`src/bw_monitor_defs.vh`:
```
// register offsets, field positions, masks and widths of the bandwidth usage monitor
`ifndef BW_MONITOR_DEFS_VH
`define BW_MONITOR_DEFS_VH
// ***************************************************************
// register byte offsets
// ***************************************************************
`define OFS_INSTANCE_SELECT 8'h00
`define OFS_CONTROL 8'h04
`define OFS_FILTER 8'h08
`define OFS_SHORT_COUNTER 8'h0c
`define OFS_SHORT_CAPTURE 8'h10
`define OFS_LONG_COUNTER_LO 8'h14
`define OFS_LONG_COUNTER_HI 8'h18
`define OFS_LONG_CAPTURE_LO 8'h1c
`define OFS_LONG_CAPTURE_HI 8'h20
`define OFS_BW_ID 8'h24
`define OFS_MONITOR_ID 8'h28
`define OFS_LOCAL_TRIGGER 8'h2c
// ***************************************************************
// control register fields
// ***************************************************************
`define CTL_SHIFT_ENABLE 0
`define CTL_CLEAR_AFTER_CAPTURE 1
`define CTL_FREEZE 2
`define CTL_SHORT_IRQ_EN 3
`define CTL_LONG_IRQ_EN 4
`define CTL_SHORT_OFLOW 5
`define CTL_LONG_OFLOW 6
`define CTL_CAPT_SEL_LO 8
`define CTL_CAPT_SEL_HI 10
`define CTL_ENABLE 31
`define CTL_WRITE_MASK 32'h800007ff
// ***************************************************************
// filter register fields
// ***************************************************************
`define FLT_PARTITION_LO 0
`define FLT_PARTITION_HI 15
`define FLT_GROUP_LO 16
`define FLT_GROUP_HI 23
`define FLT_MATCH_READ 24
`define FLT_MATCH_WRITE 25
`define FLT_MATCH_GROUP 26
`define FLT_MATCH_PARTITION 27
// ***************************************************************
// other fields and constants
// ***************************************************************
`define NOT_READY_FLAG_BIT 31
`define TRIGGER_BIT 0
`define LOCAL_CAPTURE_SEL 3'h7
`define SHORT_WIDTH 31
`define LONG_WIDE 63
`define LONG_NARROW 44
`define BUS_ERR_DATA 32'h00000000
`endif

```
`src/bw_usage_monitor.v`:
```
// bandwidth usage monitor instances with wishbone register access
// Operation
// - filter on the request partition id, never a narrowed internal id
// - any instance count up to two to the sixteenth minus one
// - instance select routes control, filter, counter and capture registers to one instance
// - count payload bytes of matching writes downstream and reads upstream
// - filter selects by read, write, partition, perf group and enable
// - shift enable zero gives raw byte count, one gives scaled count
// - scaled count is rounded byte count shifted right by shift constant
// - shift constant is a fixed build choice sized against overflow
// - capture event copies counter to capture, optional clear
// - writing filter or control sets the not ready flag
// - capture copies not ready flag first, then clears it
// - capture source select; local trigger exists only when present flag is one
// - long counter exists only when long counter id bit is one
// - long capture exists when both long and capture id bits are one
// - long counter and long capture are never scaled
// - long count 44 bits with upper bits zero, or 63 bits wide
// - long counter register carries its own not ready flag
// - long overflow sets long overflow flag; irq when its enable set
// - short overflow irq has own enable; long signalling unaffected
// - one freeze on overflow control covers short and long counters
// - clear after capture zeroes count right after the capture
// - short overflow flag set on overflow, cleared only by writing zero
// - writing one at trigger bit of local trigger register fires capture
//
// The implementer's own choices: the Wishbone register port and the placing of the registers.
`include "bw_monitor_defs.vh"
`timescale 1ns/1ns
`default_nettype none
module bw_usage_monitor #(
    parameter NUM_INST = 4,
    parameter INST_BITS = 2,
    parameter PART_BITS = 16,
    parameter GROUP_BITS = 8,
    parameter BYTES_BITS = 8,
    parameter SCALE = 3,
    parameter HAS_LONG = 1,
    parameter HAS_CAPTURE = 1,
    parameter LONG_WIDE_SEL = 0,
    parameter HAS_LOCAL_TRIG = 1,
    parameter NUM_EXT_EVENTS = 6
)(
    // clock and reset
    input wire CLK,
    input wire RST,
    // wishbone slave
    input wire CYC_I,
    input wire STB_I,
    input wire WE_I,
    input wire [7:0] ADR_I,
    input wire [3:0] SEL_I,
    input wire [31:0] DAT_I,
    output reg [31:0] DAT_O,
    output reg ACK_O,
    // observed transfer, same clock domain
    input wire XFER_VALID,
    input wire XFER_IS_WRITE,
    input wire [PART_BITS-1:0] XFER_PARTITION_ID,
    input wire [GROUP_BITS-1:0] XFER_PERF_GROUP,
    input wire [BYTES_BITS-1:0] XFER_BYTES,
    // external capture events, one-cycle pulses from same domain
    input wire [NUM_EXT_EVENTS-1:0] CAPTURE_EVENT,
    // overflow interrupt level
    output reg OVERFLOW_IRQ
);
    localparam LW = `LONG_WIDE;
    localparam LEN_BITS = LONG_WIDE_SEL ? `LONG_WIDE : `LONG_NARROW;
    // built at 64 bits so that the mask never carries a dropped top bit
    localparam [LW:0] LONG_MAX = (64'h1 << LEN_BITS) - 64'h1;
    localparam [LW:0] SHORT_MAX = {{(LW+1-`SHORT_WIDTH){1'b0}}, {`SHORT_WIDTH{1'b1}}};
    localparam [LW:0] SCALE_UNIT = 64'h1 << SCALE;

    // ***************************************************************
    // instance select and per-instance state
    // ***************************************************************
    reg [INST_BITS-1:0] inst_sel;
    reg [31:0] ctl [0:NUM_INST-1];
    reg [31:0] flt [0:NUM_INST-1];
    reg [LW-1:0] raw_count [0:NUM_INST-1];
    reg [LW-1:0] long_count [0:NUM_INST-1];
    reg short_not_ready_flag [0:NUM_INST-1];
    reg long_not_ready_flag [0:NUM_INST-1];
    reg [31:0] short_capt [0:NUM_INST-1];
    reg [LW-1:0] long_capt [0:NUM_INST-1];
    reg long_capt_not_ready_flag [0:NUM_INST-1];

    // ***************************************************************
    // bus decode
    // ***************************************************************
    wire req = CYC_I & STB_I & ~ACK_O;
    wire wr = req & WE_I;
    wire [31:0] wmask = {{8{SEL_I[3]}}, {8{SEL_I[2]}}, {8{SEL_I[1]}}, {8{SEL_I[0]}}};
    wire inst_ok = ({{(32-INST_BITS){1'b0}}, inst_sel} < NUM_INST);
    wire wr_ctl = wr & inst_ok & (ADR_I == `OFS_CONTROL);
    wire wr_flt = wr & inst_ok & (ADR_I == `OFS_FILTER);
    wire wr_cnt = wr & inst_ok & (ADR_I == `OFS_SHORT_COUNTER);
    wire wr_llo = wr & inst_ok & (ADR_I == `OFS_LONG_COUNTER_LO) & (HAS_LONG != 0);
    wire wr_lhi = wr & inst_ok & (ADR_I == `OFS_LONG_COUNTER_HI) & (HAS_LONG != 0);
    // local trigger only fires when the generator is built in
    wire local_fire = wr & (HAS_LOCAL_TRIG != 0) & (ADR_I == `OFS_LOCAL_TRIGGER)
        & SEL_I[0] & DAT_I[`TRIGGER_BIT];

    // ***************************************************************
    // instance select register
    // ***************************************************************
    always @(posedge CLK or posedge RST)
    begin
        if (RST)
            inst_sel <= {INST_BITS{1'b0}};
        else if (wr & (ADR_I == `OFS_INSTANCE_SELECT))
            inst_sel <= (DAT_I[INST_BITS-1:0] & wmask[INST_BITS-1:0]) | (inst_sel & ~wmask[INST_BITS-1:0]);
    end

    // ***************************************************************
    // counting engine, one generate slice per instance
    // ***************************************************************
    wire [NUM_INST-1:0] short_ovf_any;
    wire [NUM_INST-1:0] long_ovf_any;
    genvar g;
    generate
        for (g = 0; g < NUM_INST; g = g + 1)
        begin : inst
            wire [31:0] c = ctl[g];
            wire [31:0] f = flt[g];
            wire [2:0] src = c[`CTL_CAPT_SEL_HI:`CTL_CAPT_SEL_LO];
            // external events 0..5 plus local generator at select 7
            wire ext_hit = ({29'h0, src} < NUM_EXT_EVENTS) ? CAPTURE_EVENT[src] : 1'b0;
            wire capture = c[`CTL_ENABLE] & (HAS_CAPTURE != 0) & (ext_hit
                | ((src == `LOCAL_CAPTURE_SEL) & local_fire));
            wire sel_me = (inst_sel == g[INST_BITS-1:0]);
            // the request partition id from the transfer is compared directly
            wire match = XFER_VALID & c[`CTL_ENABLE]
                & (XFER_IS_WRITE ? f[`FLT_MATCH_WRITE] : f[`FLT_MATCH_READ])
                & (~f[`FLT_MATCH_PARTITION] | (XFER_PARTITION_ID == f[`FLT_PARTITION_HI:`FLT_PARTITION_LO]))
                & (~f[`FLT_MATCH_GROUP] | (XFER_PERF_GROUP == f[`FLT_GROUP_HI:`FLT_GROUP_LO]));
            wire [LW:0] add = match ? {{(LW+1-BYTES_BITS){1'b0}}, XFER_BYTES} : {(LW+1){1'b0}};
            wire clr = capture & c[`CTL_CLEAR_AFTER_CAPTURE];
            // bytes arriving with a clearing capture go into the fresh count
            wire [LW:0] raw_base = clr ? {(LW+1){1'b0}} : {1'b0, raw_count[g]};
            wire [LW:0] long_base = clr ? {(LW+1){1'b0}} : {1'b0, long_count[g]};
            wire [LW:0] raw_sum = raw_base + add;
            wire [LW:0] long_sum = long_base + add;
            // scaled view rounds to nearest 2^SCALE then shifts
            wire [LW:0] rounded = ({1'b0, raw_count[g]} + (SCALE_UNIT >> 1)) >> SCALE;
            wire [LW:0] short_view = c[`CTL_SHIFT_ENABLE] ? rounded : {1'b0, raw_count[g]};
            wire [LW:0] raw_sum_view = c[`CTL_SHIFT_ENABLE] ? (raw_sum >> SCALE) : raw_sum;
            wire s_ovf = (raw_sum_view > SHORT_MAX);
            wire l_ovf = (HAS_LONG != 0) & (long_sum > LONG_MAX);
            // frozen counters stop after either flag is set
            wire frozen = c[`CTL_FREEZE] & (c[`CTL_SHORT_OFLOW] | c[`CTL_LONG_OFLOW]);
            assign short_ovf_any[g] = c[`CTL_SHORT_OFLOW] & c[`CTL_SHORT_IRQ_EN];
            assign long_ovf_any[g] = c[`CTL_LONG_OFLOW] & c[`CTL_LONG_IRQ_EN];

            // counters, flags and captures
            always @(posedge CLK or posedge RST)
            begin
                if (RST)
                begin
                    ctl[g] <= 32'h00000000;
                    flt[g] <= 32'h00000000;
                    raw_count[g] <= {LW{1'b0}};
                    long_count[g] <= {LW{1'b0}};
                    short_not_ready_flag[g] <= 1'b1;
                    long_not_ready_flag[g] <= 1'b1;
                    short_capt[g] <= 32'h00000000;
                    long_capt[g] <= {LW{1'b0}};
                    long_capt_not_ready_flag[g] <= 1'b0;
                end
                else
                begin
                    if (capture)
                    begin
                        // copy count and flag before the flag drops
                        short_capt[g] <= {short_not_ready_flag[g], short_view[30:0]};
                        long_capt[g] <= long_count[g] & LONG_MAX[LW-1:0];
                        long_capt_not_ready_flag[g] <= long_not_ready_flag[g];
                    end
                    if (sel_me & wr_cnt)
                        raw_count[g] <= {{(LW-31){1'b0}}, (c[`CTL_SHIFT_ENABLE] ? 31'h0 : DAT_I[30:0])};
                    else if (!frozen || clr)
                        raw_count[g] <= s_ovf ? {LW{1'b0}} : raw_sum[LW-1:0];
                    if (sel_me & wr_llo)
                        long_count[g] <= {long_count[g][LW-1:32], DAT_I};
                    else if (sel_me & wr_lhi)
                        long_count[g] <= {DAT_I[30:0], long_count[g][31:0]} & LONG_MAX[LW-1:0];
                    else if ((!frozen || clr) && (HAS_LONG != 0))
                        long_count[g] <= long_sum[LW-1:0] & LONG_MAX[LW-1:0];
                    // not ready: set by config writes, cleared after capture
                    if (sel_me & (wr_ctl | wr_flt))
                    begin
                        short_not_ready_flag[g] <= 1'b1;
                        long_not_ready_flag[g] <= 1'b1;
                    end
                    else if (capture)
                    begin
                        short_not_ready_flag[g] <= 1'b0;
                        long_not_ready_flag[g] <= 1'b0;
                    end
                    else if (sel_me & wr_cnt)
                        short_not_ready_flag[g] <= DAT_I[`NOT_READY_FLAG_BIT];
                    else if (sel_me & wr_lhi)
                        long_not_ready_flag[g] <= DAT_I[31];
                    if (sel_me & wr_flt)
                        flt[g] <= (DAT_I & wmask) | (flt[g] & ~wmask);
                    // control: overflow set wins over a software clear
                    if (sel_me & wr_ctl)
                        ctl[g] <= ((((DAT_I & wmask) | (c & ~wmask)) & `CTL_WRITE_MASK)
                            | ((s_ovf & ~frozen) ? 32'h00000020 : 32'h0)
                            | ((l_ovf & ~frozen) ? 32'h00000040 : 32'h0));
                    else
                        ctl[g] <= c | ((s_ovf & ~frozen) ? 32'h00000020 : 32'h0)
                            | ((l_ovf & ~frozen) ? 32'h00000040 : 32'h0);
                end
            end
        end
    endgenerate

    // ***************************************************************
    // interrupt output
    // ***************************************************************
    always @(posedge CLK or posedge RST)
    begin
        if (RST)
            OVERFLOW_IRQ <= 1'b0;
        else
            OVERFLOW_IRQ <= (|short_ovf_any) | (|long_ovf_any);
    end

    // ***************************************************************
    // read mux and acknowledge
    // ***************************************************************
    reg [31:0] rd;
    reg [LW:0] sv;
    always @*
    begin
        rd = `BUS_ERR_DATA;
        sv = {(LW+1){1'b0}};
        if (inst_ok)
            sv = ctl[inst_sel][`CTL_SHIFT_ENABLE]
                ? (({1'b0, raw_count[inst_sel]} + (SCALE_UNIT >> 1)) >> SCALE)
                : {1'b0, raw_count[inst_sel]};
        case (ADR_I)
            `OFS_INSTANCE_SELECT: rd = {{(32-INST_BITS){1'b0}}, inst_sel};
            `OFS_BW_ID: rd = {HAS_CAPTURE != 0, HAS_LONG != 0, LONG_WIDE_SEL != 0, 5'h0, SCALE[7:0], NUM_INST[15:0]};
            `OFS_MONITOR_ID: rd = {31'h0, HAS_LOCAL_TRIG != 0};
            default:
            begin
                if (inst_ok)
                begin
                    case (ADR_I)
                        `OFS_CONTROL: rd = ctl[inst_sel];
                        `OFS_FILTER: rd = flt[inst_sel];
                        `OFS_SHORT_COUNTER: rd = {short_not_ready_flag[inst_sel], sv[30:0]};
                        `OFS_SHORT_CAPTURE: rd = short_capt[inst_sel];
                        `OFS_LONG_COUNTER_LO: rd = (HAS_LONG != 0) ? long_count[inst_sel][31:0] : 32'h0;
                        `OFS_LONG_COUNTER_HI: rd = (HAS_LONG != 0) ? {long_not_ready_flag[inst_sel], long_count[inst_sel][62:32]} : 32'h0;
                        `OFS_LONG_CAPTURE_LO: rd = (HAS_LONG != 0) ? long_capt[inst_sel][31:0] : 32'h0;
                        `OFS_LONG_CAPTURE_HI: rd = (HAS_LONG != 0) ? {long_capt_not_ready_flag[inst_sel], long_capt[inst_sel][62:32]} : 32'h0;
                        default: rd = `BUS_ERR_DATA;
                    endcase
                end
            end
        endcase
    end

    // single-cycle ack; unmapped reads return zero, writes ignored
    always @(posedge CLK or posedge RST)
    begin
        if (RST)
        begin
            ACK_O <= 1'b0;
            DAT_O <= 32'h00000000;
        end
        else
        begin
            ACK_O <= req;
            DAT_O <= (req & ~WE_I) ? rd : 32'h00000000;
        end
    end
endmodule
`default_nettype wire

```
`config.mk`:
```
export PLATFORM = sky130hd
export DESIGN_NAME = bw_usage_monitor
export DESIGN_NICKNAME = d
export VERILOG_FILES = /design/src/bw_usage_monitor.v
export VERILOG_INCLUDE_DIRS = /design/src /design/src/src
export SDC_FILE = /design/constraint.sdc
export NUM_CORES = 2
export LEC_CHECK = 0
export BUFFER_PORTS_ARGS = -buffer_cell sky130_fd_sc_hd__clkbuf_2
export CORE_UTILIZATION = 44
export CTS_CLUSTER_DIAMETER = 30
export CTS_CLUSTER_SIZE = 16
export DETAILED_ROUTE_END_ITERATION = 16
export PLACE_DENSITY = 0.59
export SYNTH_ARGS = -nofsm -noshare
export SYNTH_HDL_FRONTEND = slang
export SYNTH_SLANG_ARGS = --single-unit
```
`constraint.sdc`:
```
create_clock -name CLK -period 50.5 [get_ports CLK]
set_input_delay 2.525 -clock CLK [delete_from_list [all_inputs] [get_ports CLK]]
set_output_delay 2.525 -clock CLK [all_outputs]
set_load 0.02 [all_outputs]
```
* Word-level counts from Yosys, hierarchy flattened
Index checks and enable logic that the tools add are counted.
** Storage, ports and cells
- Register bits after elaboration :: 1112
- Bits of input ports :: 89
** Operators by class
- $add $sub $neg :: 13
- Magnitude comparators :: 17
- Equal/unequal tests :: 34
- Multiplexer cells :: 135
- Bitwise logic cells :: 160
- Reductions and logical operators :: 44
** Operators with widths (number)
- two-way mux 63 bit :: 32
- adder 63 x 8 -> 64 bit :: 8
- OR 32 bit :: 16
- two-way mux 32 bit :: 15
- binary-select mux 63 bit (select 2 bit) :: 3
- AND 32 bit :: 9
- two-way mux 31 bit :: 9
- greater-than comparator 64 x 31 -> 1 bit, second input constant :: 4
- greater-than comparator 64 x 44 -> 1 bit, second input constant :: 4
- two-way mux 64 bit :: 4
- case mux 32 bit (8 select lines) :: 1
- binary-select mux 32 bit (select 2 bit) :: 3
- adder 34 x 3 -> 34 bit, second input constant :: 5
- OR 32 x 6 -> 32 bit :: 4
- OR 32 x 7 -> 32 bit :: 4
- case mux 32 bit (3 select lines) :: 1
- AND 1 bit :: 85
- two-way mux 34 bit :: 2
- equality test 16 bit :: 4
- two-way mux 1 bit :: 46
- equality test 8 x 5 -> 1 bit, second input constant :: 4
- equality test 8 x 6 -> 1 bit, second input constant :: 4
- equality test 8 bit :: 4
- two-way mux 8 bit :: 4
- other kinds (30) :: 128

* Longest topological paths before layout
- Depth after elaboration :: 19
- Depth in mapped cells :: 26
- Mapped depth without buffers :: 20

* Least setup slack after synthesis
OpenSTA, ideal clock, no wires.
- Path kind :: input port to flip-flop
- Start :: in CAPTURE_EVENT[5]
- End :: reg raw_count[28] in the netlist's numbering
- Library setup time :: 0.087 ns
- Arrival time :: 7.945 ns
- Data required time :: 50.413 ns
- Slack :: 42.468 ns
- Stages :: 24
- Path buffers :: 5
- Path through :: mux4_2 > a22oi_1 > o21ai_1 > nand3_1 > clkbuf_1 > clkbuf_1 > clkbuf_1 > and2_1 > ha_1 > inv_1 > fa_1 > nor2b_1 > o21bai_1 > a32o_1 > clkbuf_1 > or4_1 > o32ai_1 > o211a_1 > o211ai_1 > or3_1 > or2_1 > buf_6 > or4_1 > o211ai_1
** On the way
- Cells in the longest elaborated chain, start to end :: 13
- Elaborated cells on any way between the ends :: 15
- Those cells by class :: 1 x add/sub; 1 x order compare; 8 x mux; 3 x bitwise; 2 x reduce/logical
** RTL lines
- start: declaration :: line bw_usage_monitor.v:63 : input wire [NUM_EXT_EVENTS-1:0] CAPTURE_EVENT,
- binary-select mux 1 bit (select 3 bit) (*) :: line bw_usage_monitor.v:128 : wire ext_hit = ({29'h0, src} < NUM_EXT_EVENTS) ? CAPTURE_EVENT[src] : 1'b0;
- two-way mux 1 bit (not written as such) (*) :: line bw_usage_monitor.v:128
- two-way mux 1 bit (*) :: line bw_usage_monitor.v:128
- OR 1 bit (*) :: line bw_usage_monitor.v:129 : wire capture = c[`CTL_ENABLE] & (HAS_CAPTURE != 0) & (ext_hit
- AND 1 bit (*) :: line bw_usage_monitor.v:129
- AND 1 bit (*) :: line bw_usage_monitor.v:138 : wire clr = capture & c[`CTL_CLEAR_AFTER_CAPTURE];
- two-way mux 63 bit :: line bw_usage_monitor.v:140 : wire [LW:0] raw_base = clr ? {(LW+1){1'b0}} : {1'b0, raw_count[g]};
- adder 63 x 8 -> 64 bit :: line bw_usage_monitor.v:142 : wire [LW:0] raw_sum = raw_base + add;
- two-way mux 64 bit :: line bw_usage_monitor.v:147 : wire [LW:0] raw_sum_view = c[`CTL_SHIFT_ENABLE] ? (raw_sum >> SCALE) : raw_sum;
- greater-than comparator 64 x 31 -> 1 bit :: line bw_usage_monitor.v:148 : wire s_ovf = (raw_sum_view > SHORT_MAX);
- two-way mux 63 bit :: line bw_usage_monitor.v:182 : raw_count[g] <= s_ovf ? {LW{1'b0}} : raw_sum[LW-1:0];
- two-way mux 63 bit :: line bw_usage_monitor.v:181 : else if (!frozen || clr)
- two-way mux 63 bit :: line bw_usage_monitor.v:179 : if (sel_me & wr_cnt)
- end signal: indexed assignment :: line bw_usage_monitor.v:162 : raw_count[g] <= {LW{1'b0}};
- end signal: indexed assignment :: line bw_usage_monitor.v:180 : raw_count[g] <= {{(LW-31){1'b0}}, (c[`CTL_SHIFT_ENABLE] ? 31'h0 : DAT_I[30:0])};
- end signal: indexed assignment :: line bw_usage_monitor.v:182
- end: declaration :: line bw_usage_monitor.v:80 : reg [LW-1:0] raw_count [0:NUM_INST-1];
Mark *: on every way between the ends. The rest lies on a longest branch, timed or not. The select of a mux whose other input is x is not followed.
A chain may end at the register's enable or synchronous reset.

* Worst setup path in the final report
- Start :: in DAT_I[0]
- End :: reg raw_count[86] in the netlist's numbering
** On the way
- Cells in the longest elaborated chain, start to end :: 12
- Elaborated cells on any way between the ends :: 14
- Those cells by class :: 1 x add/sub; 1 x order compare; 5 x mux; 5 x bitwise; 2 x reduce/logical
** RTL lines
- start: declaration :: line bw_usage_monitor.v:53 : input wire [31:0] DAT_I,
- AND 1 bit (*) :: line bw_usage_monitor.v:101 : wire local_fire = wr & (HAS_LOCAL_TRIG != 0) & (ADR_I == `OFS_LOCAL_TRIGGER)
- AND 1 bit (*) :: line bw_usage_monitor.v:130 : | ((src == `LOCAL_CAPTURE_SEL) & local_fire));
- OR 1 bit (*) :: line bw_usage_monitor.v:129
- AND 1 bit (*) :: line bw_usage_monitor.v:129
- AND 1 bit (*) :: line bw_usage_monitor.v:138
- two-way mux 63 bit :: line bw_usage_monitor.v:140
- adder 63 x 8 -> 64 bit :: line bw_usage_monitor.v:142
- two-way mux 64 bit :: line bw_usage_monitor.v:147
- greater-than comparator 64 x 31 -> 1 bit :: line bw_usage_monitor.v:148
- two-way mux 63 bit :: line bw_usage_monitor.v:182
- two-way mux 63 bit :: line bw_usage_monitor.v:181
- two-way mux 63 bit :: line bw_usage_monitor.v:179
Marked as above.

==> flow_summary.yaml <==
synthesis:
  async_reset_ff_share_pct: 100
  syn-instance-count: 6619
  synth_edf_count: 0
  syn_avg_cell_area_um2: 9.16
  ys_seq_area_share_pct: 39.5
  ys_types: 98
  syn_nets: 6785
  ys_ff_latch: 956
  synth_area_um2: 60600
  ys_warn_count: 0
  synthFlopType: "dfrtp_1"
routing:
  vias: 57900
  wirelength_mm: 273
  drt-pass1-iter-count: 8
  vias_per_cell: 6.68
  ant_nets: 0
  drt_iter0_markers: 8347
  drc: 0
  wire_per_inst_um: 31.5
pwr:
  p_leak_nw: 30.9
  total_power_mw: 2.68
  peakVddDrop_v: 0.0000222
  power.density_nw_per_um2: 36.9
setup_path:
  path_class: "input pin to register"
  cpPeakStageDelay_ns: 0.84
  r2r_setup_slack_ns: 42.78
  worstPathMaxFanout: 30
  crit_family: "simple AND/OR/NAND/NOR gates"
  crit_chain: "clkbuf_2 -> buf_4 -> and4bb_2 -> and4_1 -> a211o_1 -> nand2_2 -> and2_1 -> ha_1 -> o211ai_1 -> a21oi_1 -> a21boi_1 -> buf_4 -> nand3_1 -> nor4_1 -> xor2_1 -> o41ai_1 -> nand4_1 -> nor2_1 -> nand3_1 -> o31ai_1"
  arrival_ns: 9.94
  reg2reg_to: "raw_count[86]"
  reg2reg_depth: 20
  crit_start: "DAT_I[0]"
  crit_required_ns: 51.27
  crit_path_end_kind: "register"
  startpoint_type: "input pin"
  slowest_stage: "nor2_1"
  worst-path-buf-inv: 3
cells_and_area:
  final_cell_mix: "nand2_1 (948), dfrtp_1 (943), o21ai_0 (522), nor2_1 (405), a21oi_1 (303)"
  fin_nets: 6835
  layout_commonest_cell: "nand2_1"
  layout-drive-gt1-share_pct: 19.2
  area_growth_pct: 19.7
cts:
  clk_latency_ns: 0.90
  cts-resized-gates: 0
  ctsHoldBuffers: 0
  clock_sinks: 956
  htreeDepth: 5
  cts_setup_buffers: 0
  cts_tree: "yes"
  root_buffer: "clkbuf_16"
  clk_pin_slew_worst_paths_ns: 0.04
  cts_buffer_depth: 4
  cts_buffers: 289
timing:
  clock.fmax_ghz: 0.109
  fin_worst_skew_ns: 0.0658
  period_share_pct: 18.2
  finalSetupViolations: 0
  rsz0062_at_grt: "false"
  finalHoldViolations: 0
  final.setup.tns_ns: 0
  slew_headroom_pct: 5.82
  tightest_slew_ns: 1.40
  fin_crit_ns: 9.17
  drv_slew: 0
job:
  cap_violations: 0
worst_hold_path:
  min_to: "long_capt[164]"
  hold_depth: 2
  hp-start: "long_capt[164]"
  min_path_type: "register to register"
global_route:
  grt_pass1_vias: 54000
  grt_max_degree: 156
  grt_use_total_pct: 38.5
  antenna_found_initial: 22
  globalRouteOverflowTotal: 0
  grt_pass1_wl_mm: 393
die:
  die_w_um: 373
  coreArea_um2: 136000
  die_h_um: 373
  die_area_um2: 139000
  start_util_pct: 44.5
  rows: 135
  io_pins: 123
placed_design:
  gp_congestion: 1.03
  io_buffers: 122
  dpl.hpwl_mm: 193
status:
  status: "completed"
==> how the worst max path moves through the flow <==
stage / slack [ns] / to / cells after the start
5_1_grt: 41.08 / raw_count[88] / 20
3_5_place_dp: 40.72 / raw_count[86] / 20
2_1_floorplan: 21.10 / ACK_O / 1
6_report: 41.33 / raw_count[86] / 20
3_3_place_gp: 40.75 / raw_count[88] / 20
4_1_cts: 41.63 / raw_count[86] / 20
==> metal layers <==
metal	vias to the layer above	track usage [%]	share of wire [%]
met3	662	13.9	14
li1	24600	-	-
met1	28900	54.2	41
met4	16	19.8	5.3
met5	-	0	0.041
met2	3738	51.4	40
==> power breakdown <==
group | switching [mW] | internal (mW)
sequential | 0.00643 | 0.772
combinational | 0.0564 | 0.0157
clock | 0.531 | 1.29
==> through the flow <==
| stage | cell area, um^2 | setup WS (ns) | hold WS (ns) | cells | utilization [%] |
|---|---|---|---|---|---|
| 6_report | 72600 | 41.33 | 0.467 | 8663 | 53.3 |
| 5_1_grt | 72500 | 41.08 | 0.484 | 8654 | 53.3 |
| 4_1_cts | 72500 | 41.63 | 0.470 | 8654 | 53.3 |
| 3_5_place_dp | 62800 | 40.72 | 0.460 | 8159 | 46.1 |
| 3_3_place_gp | 62800 | 40.75 | 0.453 | 8159 | 46.1 |
| 2_1_floorplan | 60600 | 21.10 | 0.441 | 6619 | - |
==> worst reg2reg max path, cell delays in order, from the launching register on <==
cell and delay [ns]:
dfrtp_1 0.42, xor2_1 0.18, nor4_1 0.49, nand4_1 0.38, a21oi_1 0.69, and2_1 0.26
ha_1 0.18, inv_1 0.06, fa_1 0.40, nor2b_1 0.17, o211ai_1 0.16, a21boi_1 0.20
buf_4 0.26, nand3_1 0.55, nor4_1 0.52, xor2_1 0.14, o41ai_1 0.43, nand4_1 0.24
nor2_1 0.84, nand3_1 0.61, o31ai_1 0.42
==> layout make-up <==
| class | count | area, um^2 |
|---|---|---|
| multi-input combinational | 5063 | 34500 |
| tap | 1781 | 2230 |
| inverter | 88 | 338 |
| sequential | 956 | 23900 |
| clock inverter | 120 | 1630 |
| antenna | 9 | 22.5 |
| clock buffer | 375 | 8110 |
| fill | 12300 | 63600 |
| timing repair buffer | 271 | 1750 |
==> synth_stat cells (all sizes together), types with 15 or more instances <==
cell type | n | share of area [%]
o21ai | 540 | 4.5
nand4 | 148 | 1.5
buf | 76 | 0.56
nand3 | 235 | 1.9
o211ai | 49 | 0.62
or2 | 30 | 0.31
and3 | 139 | 1.4
inv | 88 | 0.55
a31oi | 118 | 1.2
o31ai | 47 | 0.58
nor3 | 124 | 1.1
and2 | 187 | 1.9
or4 | 21 | 0.26
clkbuf | 436 | 2.7
or3 | 64 | 0.66
xnor2 | 156 | 2.3
o21bai | 20 | 0.25
mux4 | 204 | 7.6
a221oi | 16 | 0.23
nor2 | 428 | 2.7
xor2 | 160 | 2.3
mux2 | 284 | 5.3
nor4 | 107 | 1.2
o21a | 38 | 0.47
o311ai | 24 | 0.35
a22oi | 161 | 2.0
ha | 69 | 1.4
a211oi | 23 | 0.29
a32oi | 39 | 0.56
a21oi | 303 | 2.5
a21o | 44 | 0.55
a22o | 29 | 0.42
nor3b | 15 | 0.19
mux2i | 41 | 0.68
nand2 | 955 | 5.9
dfrtp | 948 | 39
nor2b | 19 | 0.20
and4 | 38 | 0.55
==> cells by family after synthesis <==
family / Yosys count / share of synthesized area [%]
adders and majority gates: 77 / 1.69
muxes: 529 / 13.5
AOI/OAI and AO/OA: 1578 / 16.3
buffers and inverters: 600 / 3.80
xor gates and xnor gates: 316 / 4.57
DFF: 956 / 39.5
and+or+nand+nor: 2563 / 20.6
No activity file was read; power rests on OpenSTA's default activity.
